**config.mk**
```make
export PLATFORM = sky130hd
export DESIGN_NAME = timer_channel_control
export DESIGN_NICKNAME = d
export VERILOG_FILES = /design/src/pkg/timer_channel_control_pkg.sv /design/src/logic/timer_channel_control.sv
export SDC_FILE = /design/constraint.sdc
export NUM_CORES = 1
export LEC_CHECK = 0
export BUFFER_PORTS_ARGS = -buffer_cell sky130_fd_sc_hd__buf_2
export CORE_ASPECT_RATIO = 1.5
export CORE_MARGIN = 2
export CORE_UTILIZATION = 30
export DETAILED_ROUTE_END_ITERATION = 6
export HOLD_SLACK_MARGIN = 0.02
export PLACE_DENSITY = 0.58
export SETUP_SLACK_MARGIN = 0.15
export SLEW_MARGIN = 20
export SYNTH_ARGS = -nofsm -noshare
export SYNTH_HDL_FRONTEND = slang
export SYNTH_SLANG_ARGS = --single-unit
```
**constraint.sdc**
```tcl
create_clock -name core_clk_i -period 2.63 [get_ports core_clk_i]
set_clock_uncertainty 0.2 [all_clocks]
set_input_delay 0.263 -clock core_clk_i [delete_from_list [all_inputs] [get_ports core_clk_i]]
set_output_delay 0.263 -clock core_clk_i [all_outputs]
set_load 0.01 [all_outputs]
```
**src/pkg/timer_channel_control_pkg.sv**
```systemverilog
`default_nettype none
package timer_channel_control_pkg;
    // Register offsets, relative to either window base
    localparam logic [7:0] OFS_IOS_SEL = 8'h20;
    localparam logic [7:0] OFS_FORCE = 8'h21;
    localparam logic [7:0] OFS_CH3_MASK = 8'h22;
    localparam logic [7:0] OFS_CH3_DATA = 8'h23;
    localparam logic [7:0] OFS_COUNT_HI = 8'h24;
    localparam logic [7:0] OFS_COUNT_LO = 8'h25;
    localparam logic [7:0] OFS_SYS_CTRL_ONE = 8'h26;
    localparam logic [7:0] OFS_OVF_TOGGLE = 8'h27;
    localparam logic [7:0] OFS_OUT_ACTION = 8'h28;
    localparam logic [7:0] OFS_EDGE_SEL = 8'h29;
    localparam logic [7:0] OFS_CH_IRQ_EN = 8'h2A;
    localparam logic [7:0] OFS_CH_FLAGS = 8'h2C;
    localparam logic [7:0] OFS_OVF_FLAGS = 8'h2D;
    localparam logic [7:0] OFS_CH0_HI = 8'h2E;
    localparam logic [7:0] OFS_STATUS = 8'h36;
    localparam logic [7:0] OFS_MASK = 8'h37;
    // Window bases in the global space
    localparam logic [11:0] BASE_BLOCKING = 12'h200;
    localparam logic [11:0] BASE_NONBLOCK = 12'h300;
    // Field positions
    localparam int TEN_BIT = 7;
    localparam int FFCA_BIT = 4;
    localparam int TOF_BIT = 7;
    // Reset values
    localparam logic [7:0] CTRL_RESET = 8'h00;
    localparam logic [15:0] COUNT_RESET = 16'h0000;
    // Interrupt status layout: channel flags 3..0, overflow in bit 4
    localparam int IRQ_OVF_BIT = 4;
endpackage
`default_nettype wire

```
**src/logic/timer_channel_control.sv**
```systemverilog
// Functional notes
// - Control bit 7 enables the timer; zero stops it to save power.
// - Fast clear: capture-channel read or compare-channel write clears its flag.
// - Fast clear: any counter access clears the overflow flag.
// - Toggle-on-overflow bits invert a channel's compare pin at each overflow.
// - Overflow toggling only affects channels configured for output compare.
// - Overflow toggle beats a forced compare on the same pin.
// - Action register 0x28: mode bits 7,5,3,1, level bits 6,4,2,0.
// - Pair 00 disconnect, 01 toggle, 10 drive zero, 11 drive one.
// - Any nonzero mode/level pair makes an output-compare channel's pin a timer output.
// - Edge register 0x29: 00 off, 01 rising, 10 falling, 11 both edges.
// - Channel interrupt enables gate channel flags onto the interrupt request.
// - Offsets decode relative to base 0x200 and base 0x300.
// - Capture or compare event sets the channel's event flag.
// - Without fast clear, flags clear only by writing one.
// - Overflow flag sets when the 16-bit counter rolls from all ones to zero.
//
// Decided for this implementation: the APB slave port.
`timescale 1ns/1ps
`default_nettype none
module timer_channel_control #(
    parameter int CHANNELS = 4,
    parameter int COUNT_W = 16
) (
    input wire logic core_clk_i,
    input wire logic rst_i,
    input wire logic psel_i,
    input wire logic penable_i,
    input wire logic pwrite_i,
    input wire logic [11:0] paddr_i,
    input wire logic [31:0] pwdata_i,
    output logic [31:0] prdata_o,
    output logic pready_o,
    output logic pslverr_o,
    input wire logic [CHANNELS-1:0] pin_in_i,
    output logic [CHANNELS-1:0] pin_out_o,
    output logic [CHANNELS-1:0] pin_oe_n_o,
    output logic irq_o
);
    // ****************************************************************
    // Bus decode
    // ****************************************************************
    function automatic logic [7:0] offset_of(input logic [11:0] a);
        offset_of = {2'b00, a[7:2]};
    endfunction
    function automatic logic in_window(input logic [11:0] a);
        in_window = ({a[11:8], 8'h00} == timer_channel_control_pkg::BASE_BLOCKING) ||
                    ({a[11:8], 8'h00} == timer_channel_control_pkg::BASE_NONBLOCK);
    endfunction

    logic access;
    logic wr;
    logic rd;
    logic [7:0] ofs;
    logic hit;
    logic [7:0] wb;
    assign access = psel_i && penable_i && pready_o;
    assign wr = access && pwrite_i;
    assign rd = access && !pwrite_i;
    assign ofs = offset_of(paddr_i);
    assign hit = in_window(paddr_i);
    assign wb = pwdata_i[7:0];

    // ****************************************************************
    // Registers
    // ****************************************************************
    logic [7:0] sys_ctrl, next_sys_ctrl;
    logic [3:0] ios_sel, next_ios_sel;
    logic [3:0] ch3_mask, next_ch3_mask;
    logic [3:0] ch3_data, next_ch3_data;
    logic [3:0] ovf_toggle, next_ovf_toggle;
    logic [7:0] out_action, next_out_action;
    logic [7:0] edge_sel, next_edge_sel;
    logic [3:0] ch_irq_en, next_ch_irq_en;
    logic [4:0] irq_mask, next_irq_mask;
    logic [3:0] ch_flag, next_ch_flag;
    logic ovf_flag, next_ovf_flag;
    logic [COUNT_W-1:0] count, next_count;
    logic [COUNT_W-1:0] cmp [CHANNELS];
    logic [COUNT_W-1:0] next_cmp [CHANNELS];
    logic [3:0] pin_q, next_pin_q;
    logic [3:0] pin_prev, next_pin_prev;
    logic [31:0] next_prdata;
    logic next_pready;
    logic next_irq;

    logic enabled;
    logic ffca;
    logic overflow;
    logic [3:0] match;
    logic [3:0] capture;
    logic [3:0] force_hit;
    logic count_access;
    logic [3:0] ch_rd;
    logic [3:0] ch_wr;
    assign enabled = sys_ctrl[timer_channel_control_pkg::TEN_BIT];
    assign ffca = sys_ctrl[timer_channel_control_pkg::FFCA_BIT];
    assign overflow = enabled && (count == {COUNT_W{1'b1}});
    assign count_access = access && hit &&
        (ofs == timer_channel_control_pkg::OFS_COUNT_HI ||
         ofs == timer_channel_control_pkg::OFS_COUNT_LO);

    // ****************************************************************
    // Channel events
    // ****************************************************************
    always_comb begin
        for (int i = 0; i < CHANNELS; i++) begin
            logic rise;
            logic fall;
            logic [7:0] o_hi;
            rise = pin_in_i[i] && !pin_prev[i];
            fall = !pin_in_i[i] && pin_prev[i];
            o_hi = 8'(timer_channel_control_pkg::OFS_CH0_HI + 8'(2 * i));
            match[i] = enabled && ios_sel[i] && (count == cmp[i]);
            capture[i] = enabled && !ios_sel[i] &&
                ((edge_sel[2*i] && rise) || (edge_sel[2*i+1] && fall));
            force_hit[i] = wr && hit && (ofs == timer_channel_control_pkg::OFS_FORCE) &&
                wb[i] && ios_sel[i];
            ch_rd[i] = rd && hit && (ofs == o_hi || ofs == 8'(o_hi + 8'h01));
            ch_wr[i] = wr && hit && (ofs == o_hi || ofs == 8'(o_hi + 8'h01));
        end
    end

    // ****************************************************************
    // Next state
    // ****************************************************************
    always_comb begin
        next_sys_ctrl = sys_ctrl;
        next_ios_sel = ios_sel;
        next_ch3_mask = ch3_mask;
        next_ch3_data = ch3_data;
        next_ovf_toggle = ovf_toggle;
        next_out_action = out_action;
        next_edge_sel = edge_sel;
        next_ch_irq_en = ch_irq_en;
        next_irq_mask = irq_mask;
        next_ch_flag = ch_flag;
        next_ovf_flag = ovf_flag;
        next_count = enabled ? COUNT_W'(count + 1'b1) : count;
        next_cmp = cmp;
        next_pin_q = pin_q;
        next_pin_prev = pin_in_i;
        next_prdata = 32'h0000_0000;
        next_pready = psel_i && !pready_o;
        // Clears first, so a same-cycle set below wins
        if (wr && hit && ofs == timer_channel_control_pkg::OFS_CH_FLAGS)
            next_ch_flag = ch_flag & ~wb[3:0];
        if (wr && hit && ofs == timer_channel_control_pkg::OFS_OVF_FLAGS &&
            wb[timer_channel_control_pkg::TOF_BIT])
            next_ovf_flag = 1'b0;
        if (wr && hit && ofs == timer_channel_control_pkg::OFS_STATUS) begin
            next_ch_flag = next_ch_flag & ~wb[3:0];
            if (wb[timer_channel_control_pkg::IRQ_OVF_BIT])
                next_ovf_flag = 1'b0;
        end
        if (ffca) begin
            next_ch_flag = next_ch_flag & ~((ch_rd & ~ios_sel) | (ch_wr & ios_sel));
            if (count_access)
                next_ovf_flag = 1'b0;
        end
        // Output actions: compare or force, then channel 3 mask data, then overflow toggle on top
        for (int i = 0; i < CHANNELS; i++) begin
            logic [1:0] act;
            act = {out_action[2*i+1], out_action[2*i]};
            if ((match[i] || force_hit[i]) && !(ch3_mask[i] && match[3])) begin
                case (act)
                    2'b01: next_pin_q[i] = !pin_q[i];
                    2'b10: next_pin_q[i] = 1'b0;
                    2'b11: next_pin_q[i] = 1'b1;
                    default: next_pin_q[i] = pin_q[i];
                endcase
            end
            if (match[3] && ch3_mask[i] && ios_sel[i])
                next_pin_q[i] = ch3_data[i];
            if (overflow && ovf_toggle[i] && ios_sel[i])
                next_pin_q[i] = !pin_q[i];
        end
        // Forced compare sets no flag
        next_ch_flag = next_ch_flag | match | capture;
        if (overflow)
            next_ovf_flag = 1'b1;
        if (wr && hit) begin
            case (ofs)
                timer_channel_control_pkg::OFS_IOS_SEL: next_ios_sel = wb[3:0];
                timer_channel_control_pkg::OFS_CH3_MASK: next_ch3_mask = wb[3:0];
                timer_channel_control_pkg::OFS_CH3_DATA: next_ch3_data = wb[3:0];
                timer_channel_control_pkg::OFS_COUNT_HI: next_count[15:8] = wb;
                timer_channel_control_pkg::OFS_COUNT_LO: next_count[7:0] = wb;
                timer_channel_control_pkg::OFS_SYS_CTRL_ONE: next_sys_ctrl = wb & 8'h90;
                timer_channel_control_pkg::OFS_OVF_TOGGLE: next_ovf_toggle = wb[3:0];
                timer_channel_control_pkg::OFS_OUT_ACTION: next_out_action = wb;
                timer_channel_control_pkg::OFS_EDGE_SEL: next_edge_sel = wb;
                timer_channel_control_pkg::OFS_CH_IRQ_EN: next_ch_irq_en = wb[3:0];
                timer_channel_control_pkg::OFS_MASK: next_irq_mask = wb[4:0];
                default: begin
                    for (int i = 0; i < CHANNELS; i++) begin
                        if (ofs == 8'(timer_channel_control_pkg::OFS_CH0_HI + 8'(2 * i)))
                            next_cmp[i][15:8] = wb;
                        if (ofs == 8'(timer_channel_control_pkg::OFS_CH0_HI + 8'(2 * i + 1)))
                            next_cmp[i][7:0] = wb;
                    end
                end
            endcase
        end
        // Capture overrides a same-cycle software write of the data word
        for (int i = 0; i < CHANNELS; i++)
            if (capture[i])
                next_cmp[i] = count;
        if (psel_i && !penable_i && !pwrite_i && hit) begin
            case (ofs)
                timer_channel_control_pkg::OFS_IOS_SEL: next_prdata = {28'h0, ios_sel};
                timer_channel_control_pkg::OFS_CH3_MASK: next_prdata = {28'h0, ch3_mask};
                timer_channel_control_pkg::OFS_CH3_DATA: next_prdata = {28'h0, ch3_data};
                timer_channel_control_pkg::OFS_COUNT_HI: next_prdata = {24'h0, count[15:8]};
                timer_channel_control_pkg::OFS_COUNT_LO: next_prdata = {24'h0, count[7:0]};
                timer_channel_control_pkg::OFS_SYS_CTRL_ONE: next_prdata = {24'h0, sys_ctrl};
                timer_channel_control_pkg::OFS_OVF_TOGGLE: next_prdata = {28'h0, ovf_toggle};
                timer_channel_control_pkg::OFS_OUT_ACTION: next_prdata = {24'h0, out_action};
                timer_channel_control_pkg::OFS_EDGE_SEL: next_prdata = {24'h0, edge_sel};
                timer_channel_control_pkg::OFS_CH_IRQ_EN: next_prdata = {28'h0, ch_irq_en};
                timer_channel_control_pkg::OFS_CH_FLAGS: next_prdata = {28'h0, ch_flag};
                timer_channel_control_pkg::OFS_OVF_FLAGS: next_prdata = {24'h0, ovf_flag, 7'h0};
                timer_channel_control_pkg::OFS_STATUS: next_prdata = {27'h0, ovf_flag, ch_flag};
                timer_channel_control_pkg::OFS_MASK: next_prdata = {27'h0, irq_mask};
                default: begin
                    for (int i = 0; i < CHANNELS; i++) begin
                        if (ofs == 8'(timer_channel_control_pkg::OFS_CH0_HI + 8'(2 * i)))
                            next_prdata = {24'h0, cmp[i][15:8]};
                        if (ofs == 8'(timer_channel_control_pkg::OFS_CH0_HI + 8'(2 * i + 1)))
                            next_prdata = {24'h0, cmp[i][7:0]};
                    end
                end
            endcase
        end else if (pready_o) begin
            next_prdata = prdata_o;
        end
        // Interrupt: per-channel enable gates, then the status mask
        next_irq = |({ovf_flag, ch_flag & ch_irq_en} & irq_mask);
    end

    // ****************************************************************
    // State registers
    // ****************************************************************
    always_ff @(posedge core_clk_i) begin
        if (rst_i) begin
            sys_ctrl <= timer_channel_control_pkg::CTRL_RESET;
            ios_sel <= 4'h0;
            ch3_mask <= 4'h0;
            ch3_data <= 4'h0;
            ovf_toggle <= 4'h0;
            out_action <= timer_channel_control_pkg::CTRL_RESET;
            edge_sel <= timer_channel_control_pkg::CTRL_RESET;
            ch_irq_en <= 4'h0;
            irq_mask <= 5'h00;
            ch_flag <= 4'h0;
            ovf_flag <= 1'b0;
            count <= timer_channel_control_pkg::COUNT_RESET;
            for (int i = 0; i < CHANNELS; i++)
                cmp[i] <= timer_channel_control_pkg::COUNT_RESET;
            pin_q <= 4'h0;
            pin_prev <= 4'h0;
            prdata_o <= 32'h0000_0000;
            pready_o <= 1'b0;
            irq_o <= 1'b0;
            pin_out_o <= 4'h0;
            pin_oe_n_o <= 4'hF;
            pslverr_o <= 1'b0;
        end else begin
            sys_ctrl <= next_sys_ctrl;
            ios_sel <= next_ios_sel;
            ch3_mask <= next_ch3_mask;
            ch3_data <= next_ch3_data;
            ovf_toggle <= next_ovf_toggle;
            out_action <= next_out_action;
            edge_sel <= next_edge_sel;
            ch_irq_en <= next_ch_irq_en;
            irq_mask <= next_irq_mask;
            ch_flag <= next_ch_flag;
            ovf_flag <= next_ovf_flag;
            count <= next_count;
            cmp <= next_cmp;
            pin_q <= next_pin_q;
            pin_prev <= next_pin_prev;
            prdata_o <= next_prdata;
            pready_o <= next_pready;
            irq_o <= next_irq;
            pin_out_o <= next_pin_q;
            pslverr_o <= 1'b0;
            for (int i = 0; i < CHANNELS; i++)
                pin_oe_n_o[i] <= !(next_ios_sel[i] &&
                    ((|next_out_action[2*i +: 2]) || next_ch3_mask[i]));
        end
    end
endmodule
`default_nettype wire

```
# Word-level counts from Yosys, hierarchy flattened
# Index checks and enable logic that the tools add are counted.
[op_classes]
eq_ne = 47
bitwise = 13
muxes = 60
add_sub_neg = 1
n_reduce_logical = 179
[ops]
columns = ["op", "n"]
rows = [
  ["$pmux 32 s14", 1],
  ["$mux 32", 9],
  ["$eq 6x6->1 const B", 23],
  ["$mux 64", 2],
  ["$mux 8", 13],
  ["$mux 16", 6],
  ["$logic_and 1x1->1", 90],
  ["$eq 16x16->1", 4],
  ["$mux 4", 7],
  ["$logic_not 1->1", 27],
  ["$and 4x4->4", 6],
  ["$reduce_and 3->1", 8],
  ["$reduce_bool 2->1", 12],
  ["$reduce_and 2->1", 10],
  ["$reduce_bool 5->1", 4],
  ["$logic_or 1x1->1", 18],
  ["$mux 1", 18],
  ["$add 16x1->16 const B", 1],
  ["$eq 16x16->1 const B", 1],
  ["$eq 2x2->1 const B", 8],
  ["$not 4->4", 3],
  ["$or 4x4->4", 3],
  ["$pmux 1 s3", 4],
  ["$reduce_bool 3->1", 4],
  ["7 further kinds", 18],
]
[totals]
out_inout_bits = 43
word_cells = 329
regBits = 174

# Logic depth before layout (Yosys ltp)
# Gate-level depths: netlist of run 1.
[depth]
ltp_word = 12
mapped_depth = 8
mapped_depth_nobuf = 7

# Least setup slack after synthesis of run 1
# Ideal clock, no wire load.
[synth_path]
path_kind = "flip-flop to flip-flop"
start = "reg count[0]"
end = "reg pin_q[2]"
path_slack_ns = 0.518
t_required_ns = 2.356
setup_time_ns = 0.074
stages_incl_launch_ff = 7
arrival_ns = 1.838
path_cell_list = "dfxtp_1 > ha_1 > and4_1 > nand3_2 > or3_4 > or4_1 > o21ai_0"
[synth_via]
elab_chain_len = 7
word_cells_on_any_way = 18
[synth_lines]
columns = ["element", "line_no", "rtl"]
rows = [
  ["from (decl)", "timer_channel_control.sv:78", "logic [COUNT_W-1:0] count, next_count;"],
  ["from (signal assigned)", "timer_channel_control.sv:257", "count <= timer_channel_control_pkg::COUNT_RESET;"],
  ["from (signal assigned)", "timer_channel_control.sv:280", "count <= next_count;"],
  ["$eq 16x16->1", "timer_channel_control.sv:114", "match[i] = enabled && ios_sel[i] && (count == cmp[i]);"],
  ["$logic_and 1x1->1", "timer_channel_control.sv:114", ""],
  ["$logic_and 1x1->1", "timer_channel_control.sv:165, timer_channel_control.sv:173", ""],
  ["$logic_not 1->1", "timer_channel_control.sv:165", "if ((match[i] || force_hit[i]) && !(ch3_mask[i] && match[3])) begin"],
  ["$logic_and 1x1->1", "timer_channel_control.sv:165", ""],
  ["$reduce_bool 3->1 (no source line)", "n/a", ""],
  ["$reduce_and 2->1 (no source line)", "n/a", ""],
  ["to (signal assigned)", "timer_channel_control.sv:282", "pin_q <= next_pin_q;"],
  ["to (decl)", "timer_channel_control.sv:81", "logic [3:0] pin_q, next_pin_q;"],
]
# Several ways; a longest one is shown, not always the timed one.
# A chain may end at the register's enable or synchronous reset.

# Worst setup path after layout of run 1
[layout_path]
start = "in psel_i"
end = "reg cmp[11] in the netlist's numbering"
[layout_via]
elab_chain_len = 6
[layout_lines]
columns = ["element", "line_no", "rtl"]
rows = [
  ["from (decl)", "timer_channel_control.sv:27", "input wire logic psel_i,"],
  ["$logic_and 1x1->1 (2 in a row)", "timer_channel_control.sv:57", "assign access = psel_i && penable_i && pready_o;"],
  ["$logic_and 1x1->1", "timer_channel_control.sv:58", "assign wr = access && pwrite_i;"],
  ["$logic_and 1x1->1", "timer_channel_control.sv:182", "if (wr && hit) begin"],
  ["$reduce_bool 2->1 (no source line)", "n/a", ""],
  ["$reduce_and 3->1 (no source line)", "n/a", ""],
  ["to (signal, indexed assignment)", "timer_channel_control.sv:259", "cmp[i] <= timer_channel_control_pkg::COUNT_RESET;"],
  ["to (signal assigned)", "timer_channel_control.sv:281", "cmp <= next_cmp;"],
  ["to (decl)", "timer_channel_control.sv:79", "logic [COUNT_W-1:0] cmp [CHANNELS];"],
]
# Every way passes these cells.

==> results of run 1 <==
-- layer usage --
| metal | track usage (%) | up-vias |
|---|---|---|
| met5 | 0 | - |
| met2 | 39.4 | 396 |
| met3 | 3.40 | 138 |
| li1 | - | 4102 |
| met1 | 23.6 | 4330 |
| met4 | 18.7 | 0 |
-- through the flow --
step,setup WS (ns),hold WS [ns],cells,util [%]
floorplan,0.518,0.191,1149,-
global placement,0.272,0.256,1548,33.2
detailed placement,0.259,0.263,1548,33.2
CTS,0.263,0.0264,1585,35.2
global route,0.151,0.0641,1585,35.2
finish,0.260,0.0360,1585,35.2
-- synthesized netlist by cell type (all sizes together), types with 10 or more instances --
cell / number
dfxtp: 150
nor2: 144
nand2: 113
mux2i: 84
clkbuf: 64
xnor2: 64
a211oi: 61
buf: 61
o21ai: 55
a21oi: 43
nand3: 38
a311oi: 26
nor3: 26
xor2: 19
nand4: 16
a31oi: 14
nand3b: 10
-- where the power goes --
group / internal (mW) / switching [mW]
clock: 1.39 / 1.01
sequential: 2.28 / 0.00470
combinational: 0.0914 / 0.240
-- path summary, 6_finish.rpt --
check,start,endpoint,slack (ns)
max reg2reg,count[6]$_SDFF_PP0_,pin_q[2]$_SDFFE_PP0P_,0.29
min reg2reg,prdata_o[2]$_SDFFE_PP0P_,prdata_o[2]$_SDFFE_PP0P_,0.27
max,psel_i,cmp[11]$_SDFFE_PP0P_,0.26
min,penable_i,prdata_o[7]$_SDFFE_PP0P_,0.04
-- sequential cells by signal, summed over array words and instances, names as in the netlist, 5 cells and up --
name / count
cmp: 64
prdata_o: 8
out_action: 8
edge_sel: 8
count: 16
irq_mask: 5
-- area by class of cell --
class	count	area share, %
multi-input cells	868	53.0
flip-flops and latches	150	28.3
repair buffers	129	8.48
well taps	400	4.71
clock buffers	23	4.59
clock inverters	9	0.706
inverters	6	0.212
-- logic make-up after synthesis --
kind of cell | after synthesis
muxes | 94
DFF | 150
adders and majority gates | 5
AOI/OAI and AO/OA | 257
and+or+nand+nor | 404
buffers and inverters | 131
xor gates and xnor gates | 83
other | 1
-- timing repair --
action | 4_1_cts | 5_1_grt
setup endpoints to repair | 0 | 17
hold endpoints to repair | 5 | 0
hold buffers | 5 | 0
gates resized for setup | 0 | 2
-- worst min-delay path, cell delays in order --
cell and delay (ns):
buf_2 0.09, nor2_1 0.05, nand2_1 0.13, a221oi_1 0.09
==> flow_summary.yaml, run 1 <==
yosys:
  synth-xor-area-share_pct: 7.92
  synthCells: 1125
  yosys_warnings: 0
  synth-edff-count: 0
  syn_area_um2: 9180
  ys_ff_latch: 150
  synth_top_family_by_area: "simple AND/OR/NAND/NOR gates"
  synthMuxAreaShare_pct: 10.8
  synth_fa_ha_area_share_pct: 0.681
  synthSimpleGateAreaFrac_pct: 21.8
  synth_flop_cell: "dfxtp_1"
  yosys-top-cells-area: "dfxtp_1, mux2i_1, xnor2_1"
  synthArstFlopShare_pct: 0
  synth.distinct_cells: 70
  synth_compound_area_share_pct: 19.1
  post-synth-top-area-fraction_pct: 32.7
  yosysTopAreaCell: "dfxtp_1"
  seq_area_frac_synth_pct: 32.7
  avgSynthCellArea_um2: 8.16
die:
  core_area_um2: 30200
  ios: 96
  die-area_um2: 32000
  num_rows: 78
  fp.dieW_um: 147
  start_util_pct: 30.4
  die_height_um: 218
critical_path:
  cp.depth: 8
  worst-setup-path-type: "in -> reg"
  path_cells: "dlygate4sd3_1 > buf_2 > and4bb_2 > nand3_4 > buf_4 > nor2_2 > nand2_1 > a311oi_1"
  endpoint_kind: "register"
  worst_path_largest_cell_delay_ns: 0.53
  crit_buf_inv: 3
  reg2reg_depth: 5
  critPathTopFamily: "simple AND/OR/NAND/NOR gates"
  cp.required_ns: 2.78
  cp.arrival_ns: 2.52
  critPathMaxFanout: 22
  cp_slowest_cell: "dlygate4sd3_1"
  start_kind: "input port"
drt:
  vias: 8966
  wl_met1_mm: 12.9
  detail_route.vias_per_cell: 5.66
  drt_wl_total_mm: 35.7
  dr_wl_met2_mm: 17.7
  drc: 0
  first_pass_iters: 7
  drtIter0Drc: 796
  top_layer: "met4"
  wl_met3_mm: 1.99
  wire_per_inst_um: 22.5
  ant_nets: 0
cells_and_area:
  nFillCells: 3127
  drive_gt1_share_pct: 16.2
  fin_area_um2: 10600
  seqCellArea_um2: 3000
  final_cell_mix: "dfxtp_1, nor2_1, nand2_1"
  mostFrequentLayoutCell: "dfxtp_1"
  fin_nets: 1230
  area.growth.synth_to_final_pct: 15.7
  antennaDiodeCount: 0
  multiInputGateArea_um2: 5640
job:
  maxCapViolCount: 0
global_routing:
  grt_pass1_wl_mm: 53.8
  grt-ovfl-total: 0
  grt_max_degree: 44
  grt_pass1_vias: 8697
  grt_antenna_before_repair: 0
  track_usage_pct: 22.4
worst_hold_path:
  min-delay-path-class: "in -> reg"
  hold_depth: 4
clock_network:
  clkLatencyLatePin_ns: 0.45
  cts_setup_buffers: 0
  clk_pin_slew_ns: 0.06
  clk_path_buf_depth: 2
  clkSinkCount: 150
  htree_levels: 4
  numCtsBuffers: 17
  cts_tree: "built"
  root_buffer: "clkbuf_16"
sta:
  max_slew_margin_pct: 53.9
  rsz0062_at_grt: "no"
  report.final.slew_viol_count: 0
  finalSetupViolCount: 0
  finalCritPeriodShare_pct: 90.1
  finalHoldViolations: 0
  max_freq_mhz: 422
  period_needed_ns: 2.37
  setup_tns_ns: 0
  worst_pin_slew_ns: 0.691
power_and_ir_drop:
  p_leak_nw: 3.80
  power_density_nw_per_um2: 472
  p_total_mw: 5.01
  peakVddDrop_uv: 396
outcome:
  outcome: "complete, no violations"
place:
  port_buffers: 43
  hpwl_mm: 26.2
  dpl_cell_area_um2: 10000
  gp_congestion: 0.992
Note: power is estimated with default switching activity, not from simulation.
==> inputs of run 2 (changes only) <==
==> constraint.sdc (replaced) <==
create_clock -name core_clk_i -period 2.63 [get_ports core_clk_i]
set_clock_uncertainty 0.2 [all_clocks]
set_input_delay 0.526 -clock core_clk_i [delete_from_list [all_inputs] [get_ports core_clk_i]]
set_output_delay 0.526 -clock core_clk_i [all_outputs]
set_load 0.01 [all_outputs]
==> run 2 against run 1 <==
Sequential share of layout area down 0.75 points. Critical path depth is 2 lower. First-iteration DRC count fell by 6.8%. Routed wire length rose by 2.2%. Via count is 0.84% higher. Worst setup slack gained 0.0094 ns. Die area is the same. Final area grew 2.7%.
==> flow_summary.yaml, run 2 (synthesis gave the netlist of run 1 again) <==
die:
  die-area_um2: 32000
  num_rows: 78
  start_util_pct: 30.4
  fp.dieW_um: 147
  core_area_um2: 30200
  die_height_um: 218
  ios: 96
global_routing:
  grt_pass1_wl_mm: 54.4
  track_usage_pct: 22.7
  grt_antenna_before_repair: 0
  grt-ovfl-total: 0
  grt_max_degree: 49
  grt_pass1_vias: 8804
job:
  maxCapViolCount: 0
sta:
  max_freq_mhz: 424
  report.final.slew_viol_count: 0
  finalSetupViolCount: 0
  setup_ws_ns: 0.270
  hold_slack_ns: 0.108
  max_slew_margin_pct: 58.7
  rsz0062_at_grt: "no"
  finalCritPeriodShare_pct: 89.7
  finalHoldViolations: 0
  period_needed_ns: 2.36
  worst_pin_slew_ns: 0.614
drt:
  drtIter0Drc: 742
  vias: 9041
  drt_wl_total_mm: 36.4
  drc: 0
  detail_route.vias_per_cell: 5.63
  ant_nets: 0
  first_pass_iters: 5
  wire_per_inst_um: 22.7
worst_hold_path:
  hold_depth: 2
  min-delay-path-class: "in -> reg"
cells_and_area:
  drive_gt1_share_pct: 18.1
  largest_register_ffs: 64
  largest-register: "cmp"
  area.growth.synth_to_final_pct: 18.9
  final_cell_mix: "dfxtp_1, nor2_1, nand2_1"
  mostFrequentLayoutCell: "dfxtp_1"
  reg.largest.list: "cmp: 64 flops, count: 16 flops"
  fin_nets: 1252
  antennaDiodeCount: 0
  utilization_pct: 36.2
clock_network:
  cts_tree: "built"
  root_buffer: "clkbuf_16"
  clkSinkCount: 150
  cts_resized: 0
  clkLatencyLatePin_ns: 0.46
  cts_setup_buffers: 0
  ctsHoldBuffers: 0
  numCtsBuffers: 17
  htree_levels: 4
  clk_pin_slew_ns: 0.07
  clk_path_buf_depth: 2
outcome:
  outcome: "complete, no violations"
critical_path:
  endpoint_kind: "register"
  path_cells: "and2_1 > and3_1 > nand2_1 > nor2_4 > mux2i_1 > a211oi_1"
  worst-setup-path-type: "reg -> reg"
  worst_path_largest_cell_delay_ns: 0.39
  start_kind: "register"
  critPathMaxFanout: 8
  cp.arrival_ns: 2.48
  cp.required_ns: 2.75
  reg2reg_depth: 6
  cp_slowest_cell: "dfxtp_1"
power_and_ir_drop:
  peakVddDrop_uv: 408
  p_leak_nw: 3.96
  power_density_nw_per_um2: 491
place:
  gp_congestion: 0.957
  port_buffers: 43
  pre_cts_ws_ns: -0.0720
  hpwl_mm: 26.9
==> run 2: cell types whose count changed in the layout (fill, tap and decap cells not counted), sizes merged <==
cell,change
clkbuf,-3
buf,+27
bufinv,+3
inv,+1
dlygate4sd3,-5
clkinv,-1
==> run 2: worst max-delay path: cells and delay by family (launching register included) <==
kind	cells	cell delay, ns
flops	1	0.39
simple gates	4	1.28
mux	1	0.26
compound gates	1	0.09
==> run 2: where the power goes <==
| group | internal (mW) | switching (mW) | leakage (nW) | total (mW) |
|---|---|---|---|---|
| clock network | 1.66 | 1.07 | 0.312 | 2.73 |
| logic | 0.0979 | 0.243 | 2.44 | 0.341 |
| registers | 2.28 | 0.00458 | 1.21 | 2.28 |
==> run 2: metal layers <==
layer  share of wire [%]  up-vias  global-route usage, %
met5                   0        -                      0
met4                 8.9        0                   18.0
met3                 5.9      147                   4.51
met2                  49      391                   40.1
met1                  36     4357                   23.3
li1                    -     4146                      -
==> run 2: final timing paths <==
check,slack (ns),to,startpoint
max,0.27,cmp[57]$_SDFFE_PP0P_,pready_o$_SDFF_PP0_
max reg2reg,0.27,cmp[57]$_SDFFE_PP0P_,pready_o$_SDFF_PP0_
min,0.11,pin_prev[0]$_SDFF_PP0_,pin_in_i[0]
min reg2reg,0.26,prdata_o[2]$_SDFFE_PP0P_,prdata_o[2]$_SDFFE_PP0P_
==> run 2: area by class of cell <==
type | instances | area [um^2]
clock inverter | 12 | 173
inverter | 6 | 22.5
fill | 3102 | 19200
tap | 400 | 500
clock buffer | 20 | 467
multi-input combinational | 868 | 5630
timing repair buffer | 151 | 1120
sequential | 150 | 3000
==> run 2: through the flow <==
stage	setup TNS (ns)	instance area, um^2	power, mW	std cells
after floorplan	0	9270	2.54	1149
after global placement	-0.0386	10300	2.66	1575
after detailed placement	-0.0822	10300	2.66	1575
after CTS	0	10900	5.37	1607
after global routing	0	10900	5.48	1607
final	0	10900	5.35	1607
==> inputs of run 3 (changes only) <==
- CELL_PAD_IN_SITES_DETAIL_PLACEMENT: default -> 1
- CELL_PAD_IN_SITES_GLOBAL_PLACEMENT: default -> 1
- CTS_CLUSTER_SIZE: default -> 16
- PLACE_DENSITY: 0.58 -> 0.7
==> run 3 against run 2 <==
Cell count fell by 1.1%. Core utilization fell by 0.42 points. Clock power fell by 14%. Total power fell by 7.1%. Routed wire length rose by 5.6%. Maximum frequency fell by 0.67%. Sequential power barely moved. Worst setup slack got worse by 0.016 ns. Register-to-register slack got worse by 0.02 ns. Largest power group unchanged.
==> flow_summary.yaml, run 3 (synthesis gave the netlist of run 1 again) <==
sta:
  rsz0062_at_grt: "no"
  finalHoldViolations: 0
  finalCritPeriodShare_pct: 90.3
  max_slew_margin_pct: 57.8
  report.final.slew_viol_count: 0
  finalSetupViolCount: 0
  period_needed_ns: 2.38
  worst_pin_slew_ns: 0.632
  max_freq_mhz: 421
  setup_tns_ns: 0
clock_network:
  numCtsBuffers: 17
  ctsHoldBuffers: 0
  clk_path_buf_depth: 2
  htree_levels: 4
  cts_setup_buffers: 0
  root_buffer: "clkbuf_16"
  cts_tree: "built"
  clkSinkCount: 150
  clk_pin_slew_ns: 0.06
  clkLatencyLatePin_ns: 0.46
cells_and_area:
  largest_register_ffs: 64
  largest-register: "cmp"
  nFillCells: 3537
  mostFrequentLayoutCell: "dfxtp_1"
  drive_gt1_share_pct: 16.9
  reg.largest.list: "cmp: 64 flops, count: 16 flops"
  final_cell_mix: "dfxtp_1, nor2_1, nand2_1"
  area.growth.synth_to_final_pct: 17.5
  antennaDiodeCount: 0
  fin_nets: 1237
critical_path:
  critPathMaxFanout: 6
  start_kind: "register"
  cp.arrival_ns: 2.55
  worst-setup-path-type: "reg -> reg"
  endpoint_kind: "register"
  cp.required_ns: 2.81
drt:
  vias: 9077
  drc: 0
  wire_per_inst_um: 24.2
  detail_route.vias_per_cell: 5.71
  ant_nets: 0
  first_pass_iters: 5
  drt_wl_total_mm: 38.5
  drtIter0Drc: 526
die:
  die_height_um: 218
  die-area_um2: 32000
  start_util_pct: 30.4
  fp.dieW_um: 147
  num_rows: 78
  core_area_um2: 30200
  ios: 96
power_and_ir_drop:
  p_total_mw: 4.98
  power_density_nw_per_um2: 461
  p_leak_nw: 3.85
  peakVddDrop_uv: 396
worst_hold_path:
  min-delay-path-class: "in -> reg"
global_routing:
  grt_max_degree: 86
  track_usage_pct: 24.4
  grt_pass1_vias: 9536
  grt-ovfl-total: 0
  grt_pass1_wl_mm: 58.7
  grt_antenna_before_repair: 0
place:
  port_buffers: 43
  gp_congestion: 0.939
  hpwl_mm: 28.5
job:
  maxCapViolCount: 0
outcome:
  outcome: "complete, no violations"
==> run 3: cell count changes in the layout (fill, tap and decap cells not counted), moves of 3 or more <==
cell / before / now
buf_12: 7 / 13
clkbuf_1: 0 / 5
bufinv_16: 4 / 1
buf_4: 102 / 81
==> run 3: timing repair <==
action / CTS / global route
hold endpoints to repair: 0 / 0
resized for setup: 0 / 5
endpoints found under the setup margin: 0 / 5
==> run 3: layout make-up <==
class	instances	area, um^2	area share (%)
flip-flops and latches	150	3000	27.8
clock buffers	25	485	4.50
clock inverters	4	47.5	0.441
repair buffers	136	1080	10.0
well taps	400	500	4.64
inverters	6	22.5	0.209
multi-input cells	868	5650	52.4
==> run 3: routing by layer <==
| metal | track usage (%) | vias to the layer above | routed length [um] |
|---|---|---|---|
| met5 | 0 | - | 0 |
| met4 | 20.2 | 0 | 3250 |
| li1 | - | 4105 | - |
| met2 | 43.6 | 338 | 19400 |
| met3 | 3.80 | 154 | 1800 |
| met1 | 25.0 | 4480 | 14000 |
==> run 3: stage by stage <==
stage | instance area, um^2 | worst slack [ns] | std cells | utilization, % | hold slack (ns)
final | 10800 | 0.254 | 1589 | 35.8 | 0.114
after global routing | 10800 | 0.146 | 1589 | 35.8 | 0.132
after detailed placement | 10200 | -0.0399 | 1560 | 33.9 | 0.280
after floorplan | 9270 | 0.353 | 1149 | - | 0.245
after global placement | 10200 | 0.0674 | 1560 | 33.9 | 0.263
after CTS | 10800 | 0.171 | 1589 | 35.7 | 0.102
==> run 3: final timing paths <==
| check | from | endpoint | slack [ns] | depth (start not counted) |
|---|---|---|---|---|
| max | count[1]$_SDFF_PP0_ | pin_q[1]$_SDFFE_PP0P_ | 0.25 | 6 |
| min | pin_in_i[1] | pin_prev[1]$_SDFF_PP0_ | 0.11 | 2 |
| max reg2reg | count[1]$_SDFF_PP0_ | pin_q[1]$_SDFFE_PP0P_ | 0.25 | 6 |
| min reg2reg | edge_sel[7]$_SDFFE_PP0P_ | edge_sel[7]$_SDFFE_PP0P_ | 0.29 | 2 |
==> run 3: power by group <==
group	switching [mW]	internal [mW]	total [mW]
Sequential	0.00619	2.28	2.28
Clock	0.988	1.36	2.34
Combinational	0.246	0.103	0.349
==> run 3: worst max-delay path, cell delays in order, from the launching register on <==
cell	delay, ns
dfxtp_1	0.34
ha_2	0.27
and4_1	0.27
nand3_2	0.15
or3_4	0.50
or4_1	0.48
o21ai_0	0.09
